## src/bmc_defs.vh

```
// bmc_defs.vh: constants for the battery mode and charge controller
// assumes a 250 MHz core clock; voltages in millivolts, currents in milliamps
`ifndef BMC_DEFS_VH
`define BMC_DEFS_VH

`define BMC_CLK_MHZ          250
`define BMC_PB_HOLD_MS       40
`define BMC_LED_ON_S         5
// cycle counts derived from the printed times and the clock rate
`define BMC_PB_HOLD_CYC      (`BMC_PB_HOLD_MS * `BMC_CLK_MHZ * 1000)
`define BMC_LED_ON_CYC       (`BMC_LED_ON_S * `BMC_CLK_MHZ * 1000000)

`define BMC_PRE_PCT          15
`define BMC_EOC_PCT          10
`define BMC_RECHG_PCT        5
`define BMC_FIX_HYSTERESIS_SET_PIN_MV      100

`endif

```

## src/bmc_level_cmp.v

```verilog
// bmc_level_cmp.v: one battery-level comparator with hysteresis
// assumes threshold and shift words arrive on the core clock
`timescale 1ns/1ns
`default_nettype none
`include "bmc_defs.vh"

module bmc_level_cmp #(
  parameter W = 16
) (
  input  wire         i_mclk,
  input  wire         i_srst,
  input  wire [W-1:0] i_vbat,
  input  wire [W-1:0] i_thr,
  input  wire [W-1:0] i_win,
  input  wire         i_rising,
  input  wire         i_comp_up,
  input  wire         i_comp_dn,
  input  wire [W-1:0] i_comp,
  output reg          o_lit_r
);

  localparam [W+1:0] FIX = `BMC_FIX_HYSTERESIS_SET_PIN_MV;

  reg [W+1:0] base;
  reg [W+1:0] on_lvl;
  reg [W+1:0] off_lvl;

  // rising uses raised set, falling uses lowered set; compensation shifts both
  always @*
  begin
    base = {2'b00, i_thr};
    if (i_rising)
      base = base + {2'b00, i_win}; // [RL14]
    if (i_comp_up)
      base = base + {2'b00, i_comp}; // [RL16]
    else if (i_comp_dn && base > {2'b00, i_comp})
      base = base - {2'b00, i_comp}; // [RL16]
    on_lvl  = base + FIX; // [RL15]
    off_lvl = base;
  end

  // fixed band stops chatter around the trip point
  always @(posedge i_mclk)
  begin
    if (i_srst)
      o_lit_r <= 1'b0;
    else if ({2'b00, i_vbat} >= on_lvl)
      o_lit_r <= 1'b1; // [RL15]
    else if ({2'b00, i_vbat} < off_lvl)
      o_lit_r <= 1'b0;
  end

endmodule
`default_nettype wire

```

## src/bmc_ctrl.v

```verilog
// bmc_ctrl.v: mode select, charge sequencer, balance, button, level indicators
// assumes analog measurements arrive as sampled words on the core clock;
// the button pin and supply-valid / battery-present flags are asynchronous.
//
// How it works
// [RL1] default and reset mode is high impedance when nothing else is selected
// [RL2] high impedance keeps all switches off; only button watching stays alive
// [RL3] valid input supply selects charge mode with boost converter
// [RL4] charge steps trickle, precondition, fast, top-off, end of charge
// [RL5] precondition asks for 15 percent of fast-charge current
// [RL6] precondition moves to fast once battery reaches precondition threshold
// [RL7] fast charge runs constant current until termination voltage, then top-off
// [RL8] top-off ends when current below 10 percent of fast current
// [RL9] end of charge restarts when both cells fall 5 percent below
// [RL10] battery removed while charging: boost regulates at regulation voltage
// [RL11] bleed switches only enabled in fast charge or top-off
// [RL12] button watched in high impedance and discharge modes
// [RL13] button held over 40 ms: indicators on 5 s, discharge enabled; code acts on a hold only in high impedance, a hold in discharge does nothing
// [RL14] rising battery uses raised thresholds, falling uses lowered ones; code selects the lowered set for a rise outside charge mode
// [RL15] every level comparator has fixed 100 mV hysteresis
// [RL16] thresholds shift by current times impedance; none when not configured
// [RL17] valid supply wins over button request
`timescale 1ns/1ns
`default_nettype none
`include "bmc_defs.vh"

module bmc_ctrl #(
  parameter W        = 16,
  parameter NLED     = 4,
  parameter PB_CYC   = `BMC_PB_HOLD_CYC,
  parameter LED_CYC  = `BMC_LED_ON_CYC
) (
  input  wire            i_mclk,
  input  wire            i_srst,
  input  wire            i_vin_valid,
  input  wire            i_bat_present,
  input  wire            i_push_button_input,
  input  wire            i_dis_off,
  input  wire [W-1:0]    i_vbat,
  input  wire [W-1:0]    i_vcell1,
  input  wire [W-1:0]    i_vcell2,
  input  wire [W-1:0]    i_ibat,
  input  wire [W-1:0]    i_ifast,
  input  wire [W-1:0]    i_vtrickle,
  input  wire [W-1:0]    i_vprecond,
  input  wire [W-1:0]    i_vterm,
  input  wire [W-1:0]    i_veoc_cell,
  input  wire [W*NLED-1:0] i_led_thr,
  input  wire [W*NLED-1:0] i_hysteresis_set_pin_win,
  input  wire            i_comp_en,
  input  wire [W-1:0]    i_comp_mv,
  output reg             o_boost_en_r,
  output reg             o_buck_en_r,
  output reg             o_high_impedance_mode_r,
  output reg             o_cc_mode_r,
  output reg             o_cv_mode_r,
  output reg             o_vreg_mode_r,
  output reg  [W-1:0]    o_iset_r,
  output reg             o_bleed1_r,
  output reg             o_bleed2_r,
  output reg  [5:0]      o_chg_state_r,
  output reg  [NLED-1:0] o_led_r
);

  // charge states, one-hot
  localparam [5:0] S_IDLE = 6'h01;
  localparam [5:0] S_TRK  = 6'h02;
  localparam [5:0] S_PRE  = 6'h04;
  localparam [5:0] S_FAST = 6'h08;
  localparam [5:0] S_TOP  = 6'h10;
  localparam [5:0] S_EOC  = 6'h20;

  // operating modes, one-hot
  localparam [2:0] M_HZ  = 3'h1;
  localparam [2:0] M_CHG = 3'h2;
  localparam [2:0] M_DIS = 3'h4;

  localparam [31:0] PB_MAX  = PB_CYC;
  localparam [31:0] LED_MAX = LED_CYC;

  // two-flop synchronisers for asynchronous levels
  reg [2:0] meta_r;
  reg [2:0] sync_r;
  always @(posedge i_mclk)
  begin
    if (i_srst)
    begin
      meta_r <= 3'h0;
      sync_r <= 3'h0;
    end
    else
    begin
      meta_r <= {i_push_button_input, i_bat_present, i_vin_valid};
      sync_r <= meta_r;
    end
  end
  wire vin_ok  = sync_r[0];
  wire bat_ok  = sync_r[1];
  wire pb_down = sync_r[2];

  reg [2:0]  mode_r;
  reg [2:0]  mode_nxt;
  reg [5:0]  st_nxt;
  reg [31:0] pb_cnt_r;
  reg        pb_hit_r;
  reg [31:0] led_cnt_r;
  reg        show_r;
  reg [W-1:0] vbat_prev_r;
  reg        rising_r;

  // button watched only when not charging; one hit per press
  wire pb_watch = (mode_r == M_HZ) || (mode_r == M_DIS); // [RL12]
  always @(posedge i_mclk)
  begin
    if (i_srst)
    begin
      pb_cnt_r <= 32'h0;
      pb_hit_r <= 1'b0;
    end
    else if (!pb_watch || !pb_down)
    begin
      pb_cnt_r <= 32'h0;
      pb_hit_r <= 1'b0;
    end
    else if (pb_cnt_r < PB_MAX)
    begin
      pb_cnt_r <= pb_cnt_r + 32'h1;
      pb_hit_r <= 1'b0;
    end
    else
    begin
      pb_cnt_r <= pb_cnt_r + 32'h1; // strictly longer than the hold time
      pb_hit_r <= (pb_cnt_r == PB_MAX); // [RL13]
    end
  end

  wire pb_wake = pb_hit_r && (mode_r == M_HZ);

  // mode select: supply beats button, otherwise rest in high impedance
  always @*
  begin
    mode_nxt = mode_r;
    case (mode_r)
      M_HZ:
        if (vin_ok)
          mode_nxt = M_CHG; // [RL3] [RL17]
        else if (pb_wake)
          mode_nxt = M_DIS; // [RL13]
      M_CHG:
        if (!vin_ok)
          mode_nxt = M_HZ; // [RL1]
      M_DIS:
        if (vin_ok)
          mode_nxt = M_CHG; // [RL17]
        else if (i_dis_off)
          mode_nxt = M_HZ; // [RL1]
      default:
        mode_nxt = M_HZ;
    endcase
  end

  // percentages of the programmed fast current and end-of-charge cell voltage, widened to avoid overflow
  localparam [W+7:0] PCT_PRE   = `BMC_PRE_PCT;
  localparam [W+7:0] PCT_EOC   = `BMC_EOC_PCT;
  localparam [W+7:0] PCT_RECHG = 100 - `BMC_RECHG_PCT;
  localparam [W+7:0] PCT_FULL  = 100;
  wire [W+7:0] pre_i   = ({8'h00, i_ifast} * PCT_PRE) / PCT_FULL;
  wire [W+7:0] eoc_i   = ({8'h00, i_ifast} * PCT_EOC) / PCT_FULL;
  wire [W+7:0] rechg_v = ({8'h00, i_veoc_cell} * PCT_RECHG) / PCT_FULL;
  wire both_low = ({8'h00, i_vcell1} < rechg_v) && ({8'h00, i_vcell2} < rechg_v);

  // charge sequencer, runs only in charge mode
  always @*
  begin
    st_nxt = o_chg_state_r;
    if (mode_r != M_CHG)
      st_nxt = S_IDLE;
    else
      case (o_chg_state_r)
        S_IDLE: st_nxt = S_TRK;
        S_TRK:
          if (i_vbat >= i_vtrickle)
            st_nxt = S_PRE; // [RL4]
        S_PRE:
          if (i_vbat >= i_vprecond)
            st_nxt = S_FAST; // [RL6]
        S_FAST:
          if (i_vbat >= i_vterm)
            st_nxt = S_TOP; // [RL7]
        S_TOP:
          if ({8'h00, i_ibat} < eoc_i)
            st_nxt = S_EOC; // [RL8]
        S_EOC:
          if (both_low)
            st_nxt = S_TRK; // [RL9]
        default: st_nxt = S_IDLE;
      endcase
  end

  // state and mode registers
  always @(posedge i_mclk)
  begin
    if (i_srst)
    begin
      mode_r        <= M_HZ; // [RL1]
      o_chg_state_r <= S_IDLE;
    end
    else
    begin
      mode_r        <= mode_nxt;
      o_chg_state_r <= st_nxt;
    end
  end

  // converter and switch drive; all off in high impedance
  always @(posedge i_mclk)
  begin
    if (i_srst)
    begin
      o_boost_en_r            <= 1'b0;
      o_buck_en_r             <= 1'b0;
      o_high_impedance_mode_r <= 1'b1;
      o_cc_mode_r             <= 1'b0;
      o_cv_mode_r             <= 1'b0;
      o_vreg_mode_r           <= 1'b0;
      o_iset_r                <= {W{1'b0}};
      o_bleed1_r              <= 1'b0;
      o_bleed2_r              <= 1'b0;
    end
    else
    begin
      o_high_impedance_mode_r <= (mode_r == M_HZ); // [RL2]
      o_boost_en_r  <= (mode_r == M_CHG); // [RL3]
      o_buck_en_r   <= (mode_r == M_DIS);
      // no battery: regulate output voltage instead of charging
      o_vreg_mode_r <= (mode_r == M_CHG) && !bat_ok; // [RL10]
      o_cc_mode_r   <= (mode_r == M_CHG) && bat_ok &&
                       (o_chg_state_r == S_FAST || o_chg_state_r == S_PRE); // [RL7]
      o_cv_mode_r   <= (mode_r == M_CHG) && bat_ok && (o_chg_state_r == S_TOP);
      if (mode_r != M_CHG || !bat_ok)
        o_iset_r <= {W{1'b0}}; // [RL2]
      else if (o_chg_state_r == S_PRE)
        o_iset_r <= pre_i[W-1:0]; // [RL5]
      else if (o_chg_state_r == S_FAST || o_chg_state_r == S_TOP)
        o_iset_r <= i_ifast;
      else
        o_iset_r <= {W{1'b0}};
      // bleed the higher cell, only in fast or top-off
      o_bleed1_r <= (mode_r == M_CHG) && (o_chg_state_r == S_FAST || o_chg_state_r == S_TOP)
                    && (i_vcell1 > i_vcell2); // [RL11]
      o_bleed2_r <= (mode_r == M_CHG) && (o_chg_state_r == S_FAST || o_chg_state_r == S_TOP)
                    && (i_vcell2 > i_vcell1); // [RL11]
    end
  end

  // indicator window after a button wake; long count kept as parameter
  always @(posedge i_mclk)
  begin
    if (i_srst)
    begin
      led_cnt_r <= 32'h0;
      show_r    <= 1'b0;
    end
    else if (pb_wake)
    begin
      led_cnt_r <= LED_MAX; // [RL13]
      show_r    <= 1'b1;
    end
    else if (led_cnt_r != 32'h0)
      led_cnt_r <= led_cnt_r - 32'h1;
    else
      show_r <= 1'b0;
  end

  // direction of battery voltage for threshold set choice
  always @(posedge i_mclk)
  begin
    if (i_srst)
    begin
      vbat_prev_r <= {W{1'b0}};
      rising_r    <= 1'b0;
    end
    else
    begin
      vbat_prev_r <= i_vbat;
      if (i_vbat > vbat_prev_r)
        rising_r <= (mode_r == M_CHG); // [RL14]
      else if (i_vbat < vbat_prev_r)
        rising_r <= 1'b0;
    end
  end

  // one comparator per level; compensation ignored when not configured
  wire [NLED-1:0] lit;
  wire comp_up = i_comp_en && (mode_r == M_CHG); // [RL16]
  wire comp_dn = i_comp_en && (mode_r == M_DIS); // [RL16]
  genvar g;
  generate
    for (g = 0; g < NLED; g = g + 1)
    begin : g_lvl
      bmc_level_cmp #(.W(W)) u_cmp (
        .i_mclk    (i_mclk),
        .i_srst    (i_srst),
        .i_vbat    (i_vbat),
        .i_thr     (i_led_thr[g*W +: W]),
        .i_win     (i_hysteresis_set_pin_win[g*W +: W]),
        .i_rising  (rising_r),
        .i_comp_up (comp_up),
        .i_comp_dn (comp_dn),
        .i_comp    (i_comp_mv),
        .o_lit_r   (lit[g])
      );
    end
  endgenerate

  // indicators show in charge, or during the button window
  always @(posedge i_mclk)
  begin
    if (i_srst)
      o_led_r <= {NLED{1'b0}};
    else if (mode_r == M_CHG || show_r)
      o_led_r <= lit;
    else
      o_led_r <= {NLED{1'b0}};
  end

endmodule
`default_nettype wire

```

## config.mk

```make
export PLATFORM = sky130hd
export DESIGN_NAME = bmc_ctrl
export DESIGN_NICKNAME = d
export VERILOG_FILES = /design/src/bmc_level_cmp.v /design/src/bmc_ctrl.v
export VERILOG_INCLUDE_DIRS = /design/src /design/src/src
export SDC_FILE = /design/constraint.sdc
export NUM_CORES = 2
export LEC_CHECK = 0
export ABC_AREA = 1
export BUFFER_PORTS_ARGS = -buffer_cell sky130_fd_sc_hd__buf_2
export CAP_MARGIN = 20
export CORE_ASPECT_RATIO = 2
export CORE_UTILIZATION = 40
export DETAILED_ROUTE_END_ITERATION = 6
export GPL_ROUTABILITY_DRIVEN = 1
export PLACE_DENSITY = 0.68
export SLEW_MARGIN = 5
export SYNTH_ARGS = -nofsm -noshare
export SYNTH_HDL_FRONTEND = slang
export SYNTH_HIERARCHICAL = 1
export SYNTH_SLANG_ARGS = --single-unit
```

## constraint.sdc

```tcl
create_clock -name i_mclk -period 12 [get_ports i_mclk]
set_clock_uncertainty 0.1 [all_clocks]
set_input_delay 1.8 -clock i_mclk [delete_from_list [all_inputs] [get_ports i_mclk]]
set_output_delay 1.8 -clock i_mclk [all_outputs]
set_load 0.02 [all_outputs]
```

==> results.toml <==
[grt]
first_global_vias = 42156
first_pass_grt_wire_length_um = 202000
total_grt_usage_pct = 25.8
maximum_number_of_pins_on_one_net_before_global_route_repair = 55
globalRouteOverflowTotal = 0
number_of_antenna_violations_at_the_first_check_in_global_routing = 14

[route]
route.vias.total = 42789
route.met3.wl_um = 4770
highest_layer = "met5"
detailedRoute.firstIterationViolations = 2106
drtAntennaViolNets = 0
route.detailed.drc = 0
routed-wl-met2_um = 70400
wirelength_met1_um = 45000
via_count_normalized_by_instance_count = 5.22
drt-wirelength-per-cell_um = 15.9
routed_wirelength_um = 130000
detailedRoute.firstPassIterationCount = 6

[placement]
place_worst_setup_slack_ns = -1.73
finalWeightedCongestion = 0.975
port_buffers = 328
hpwlAfterDp_um = 107000

[critical_path]
critical_path.slowest_cell = "sky130_fd_sc_hd__fa_1"
endpoint_kind = "flip-flop"
critical_path.startpoint_type = "primary input"
worst-setup-path-type = "primary input to flip-flop"
crit_required_ns = 12.25
path_max_fanout = 8
rr_startpoint = "rising_r"
crit_top_cell = "sky130_fd_sc_hd__nand2_4"
worstPathArrival_ns = 13.42
count_of_cells_along_the_worst_register_to_register_path = 32
terminus_of_the_critical_flop_to_flop_path = "g_lvl[2].u_cmp/o_lit_r"
ff2ff_setup_slack_ns = 5.27
timing.critical_path.slowest_cell_delay_ns = 0.54

[sta]
setup_viol = 5
slew_violations = 0
final_critical_path_setup_slack_ns = -1.18
max_clock_freq_mhz = 75.9
tns_ns = -5.78
rsz0062_at_grt = "true"
hold_violations = 0
max-slew-margin-rel_pct = 22.7
worst_pin_slew_ns = 1.15
fin_hold_ws_ns = 0.310
finalCritPeriodShare_pct = 110
timing.final.crit_period_ns = 13.18

[clocking]
cts_sinks = 130
cts_buffers = 17
clockBufferDepth = 2
path_clk_slew_ns = 0.07
cts.root.buffer_cell = "sky130_fd_sc_hd__clkbuf_16"
insertion_delay_ns = 0.47
clock_tree.htree_level_count = 4
tritoncts_clock_tree = "yes"

[cells_and_area]
post_route_cells_drive_above_1_share_pct = 23.3
mostFrequentLayoutCells = "sky130_fd_sc_hd__nand2_1 (1509), sky130_fd_sc_hd__inv_1 (1074), sky130_fd_sc_hd__ha_1 (537), sky130_fd_sc_hd__nand3_1 (452), sky130_fd_sc_hd__nor2_1 (413)"
mostFrequentLayoutCell = "sky130_fd_sc_hd__nand2_1"
area_overhead_vs_synth_pct = 21.5
nets = 7910

[status]
violations = "negative setup slack"
outcome = "complete, but fails checks"

[die]
die_footprint_um2 = 97700
io_pins = 329
dieHeight_um = 441
floorplan.initialDensity_pct = 40.4
die-width_um = 222
std_cell_rows = 160
floorplan.core_area_um2 = 95300

[synthesis]
synth-seq-area-share_pct = 6.75
yosysUniqueCellTypes = 85
yosysWarnings = 6
synth.avg_cell_area_um2 = 6.10
cell_area_after_synthesis_um2 = 38500
postSynth.topFlopCell = "sky130_fd_sc_hd__dfxtp_1"
synthDominantAreaCellType = "sky130_fd_sc_hd__ha_1"
syn_inst = 6320
async_reset_ff_share_pct = 0
synthTopCellsByArea = "sky130_fd_sc_hd__ha_1 (18%), sky130_fd_sc_hd__nand2_1 (16%), sky130_fd_sc_hd__inv_1 (11%), sky130_fd_sc_hd__dfxtp_1 (6.8%), sky130_fd_sc_hd__nand3_1 (6.5%)"
ys_seq_elements = 130
yosys.area.top_type_share_pct = 17.9
synth-edff-count = 0
syn-num-nets = 7261

[hold_path]
holdPathStages = 2
hold_path_end = "sync_r[2]"
timing.hold.worst.class = "flip-flop to flip-flop"
min-delay-start = "meta_r[2]"

[job]
drv_cap = 0
[metal layers]
layer | global-route usage (%) | vias to the layer above
met3 | 2.99 | 489
met1 | 23.6 | 19629
met2 | 52.1 | 1135
met5 | 0 | -
met4 | 18.5 | 16
li1 | - | 21520
[Yosys cell counts (all sizes together), types with 7 or more instances]
library cell  instances
nor3                 82
a31oi                16
o21ai               234
xor2                174
clkinv               16
xnor2                44
nand4               140
o21a                 19
buf                  60
a211oi               22
nor3b                10
nor2                504
a21boi               11
o21bai               28
fa                   96
and2                 17
nor4                 13
clkbuf               29
o2111ai               7
a21o                 10
o31ai                 7
or2                  15
o211ai               16
and3                  8
inv                1168
nand3b               30
ha                  550
a21oi               355
nand2              1913
nand3               571
dfxtp               130
[what timing repair did]
item,CTS,global route
pin swaps,48,151
hold buffers,0,0
setup endpoints to repair,6,9
setup buffers,26,42
gates cloned,1,0
gates resized for setup,96,338
[worst max-delay path, delay by kind of cell]
| family | cells | cell delay (ns) |
|---|---|---|
| compound gates | 4 | 0.62 |
| simple gates | 80 | 7.71 |
| fa+ha+maj | 5 | 2.31 |
| buf+inv | 9 | 0.70 |
| xor+xnor | 1 | 0.25 |
[logic make-up (layout without fill, tap and decap cells)]
logic type / after synthesis / after routing / synth area share [%]
compound gates: 744 / 744 / 11.4
xor+xnor: 218 / 218 / 4.97
fa+ha+maj: 646 / 646 / 22.8
buf+inv: 1274 / 1935 / 12.9
flops: 130 / 130 / 6.75
other cells: 0 / 7 / 0
simple gates: 3308 / 3309 / 41.1
[how the worst max path moves through the flow]
stage | cells past startpoint | slack (ns) | startpoint | end
after global placement | 98 | -1.49 | i_veoc_cell[9] | o_chg_state_r[3]
final | 99 | -1.18 | i_veoc_cell[13] | o_chg_state_r[1]
after global routing | 103 | -2.08 | i_veoc_cell[13] | o_chg_state_r[1]
after CTS | 103 | -0.85 | i_veoc_cell[13] | o_chg_state_r[1]
after floorplan | 105 | -0.25 | i_veoc_cell[13] | o_chg_state_r[1]
after detailed placement | 98 | -1.73 | i_veoc_cell[9] | o_chg_state_r[1]
[through the flow]
stage | util (%) | std cells | cell area [um^2]
6_report | 49.2 | 8204 | 46800
5_1_grt | 49.2 | 8200 | 46800
4_1_cts | 47.2 | 8154 | 45000
3_5_place_dp | 46.0 | 8095 | 43800
3_3_place_gp | 46.0 | 8095 | 43800
2_1_floorplan | - | 6320 | 38700
[sequential cells by signal, summed over array words and instances (netlist names)]
| register | flops |
|---|---|
| sync_r | 3 |
| o_iset_r | 16 |
| o_led_r | 4 |
| rising_r | 1 |
| pb_cnt_r | 32 |
| g_lvl.u_cmp/o_lit_r | 4 |
| show_r | 1 |
| mode_r | 3 |
| led_cnt_r | 32 |
| vbat_prev_r | 16 |
| o_bleed2_r | 1 |
| o_cc_mode_r | 1 |
| o_vreg_mode_r | 1 |
| o_cv_mode_r | 1 |
| o_chg_state_r | 6 |
| o_high_impedance_mode_r | 1 |
| o_buck_en_r | 1 |
| o_bleed1_r | 1 |
| pb_hit_r | 1 |
| meta_r | 3 |
| o_boost_en_r | 1 |
[area by class of cell]
cell class / instances / area (um^2)
Clock inverter: 13 / 113
Inverter: 1184 / 4480
Clock buffer: 19 / 443
Timing Repair Buffer: 719 / 4690
Multi-Input combinational cell: 4917 / 33000
Antenna cell: 7 / 17.5
Sequential cell: 130 / 2610
Tap cell: 1215 / 1520
Fill cell: 9651 / 48400
Power is left out: the tool's default activity adds up to more than one toggle a clock period on the data nets, which glitch-free logic cannot reach.
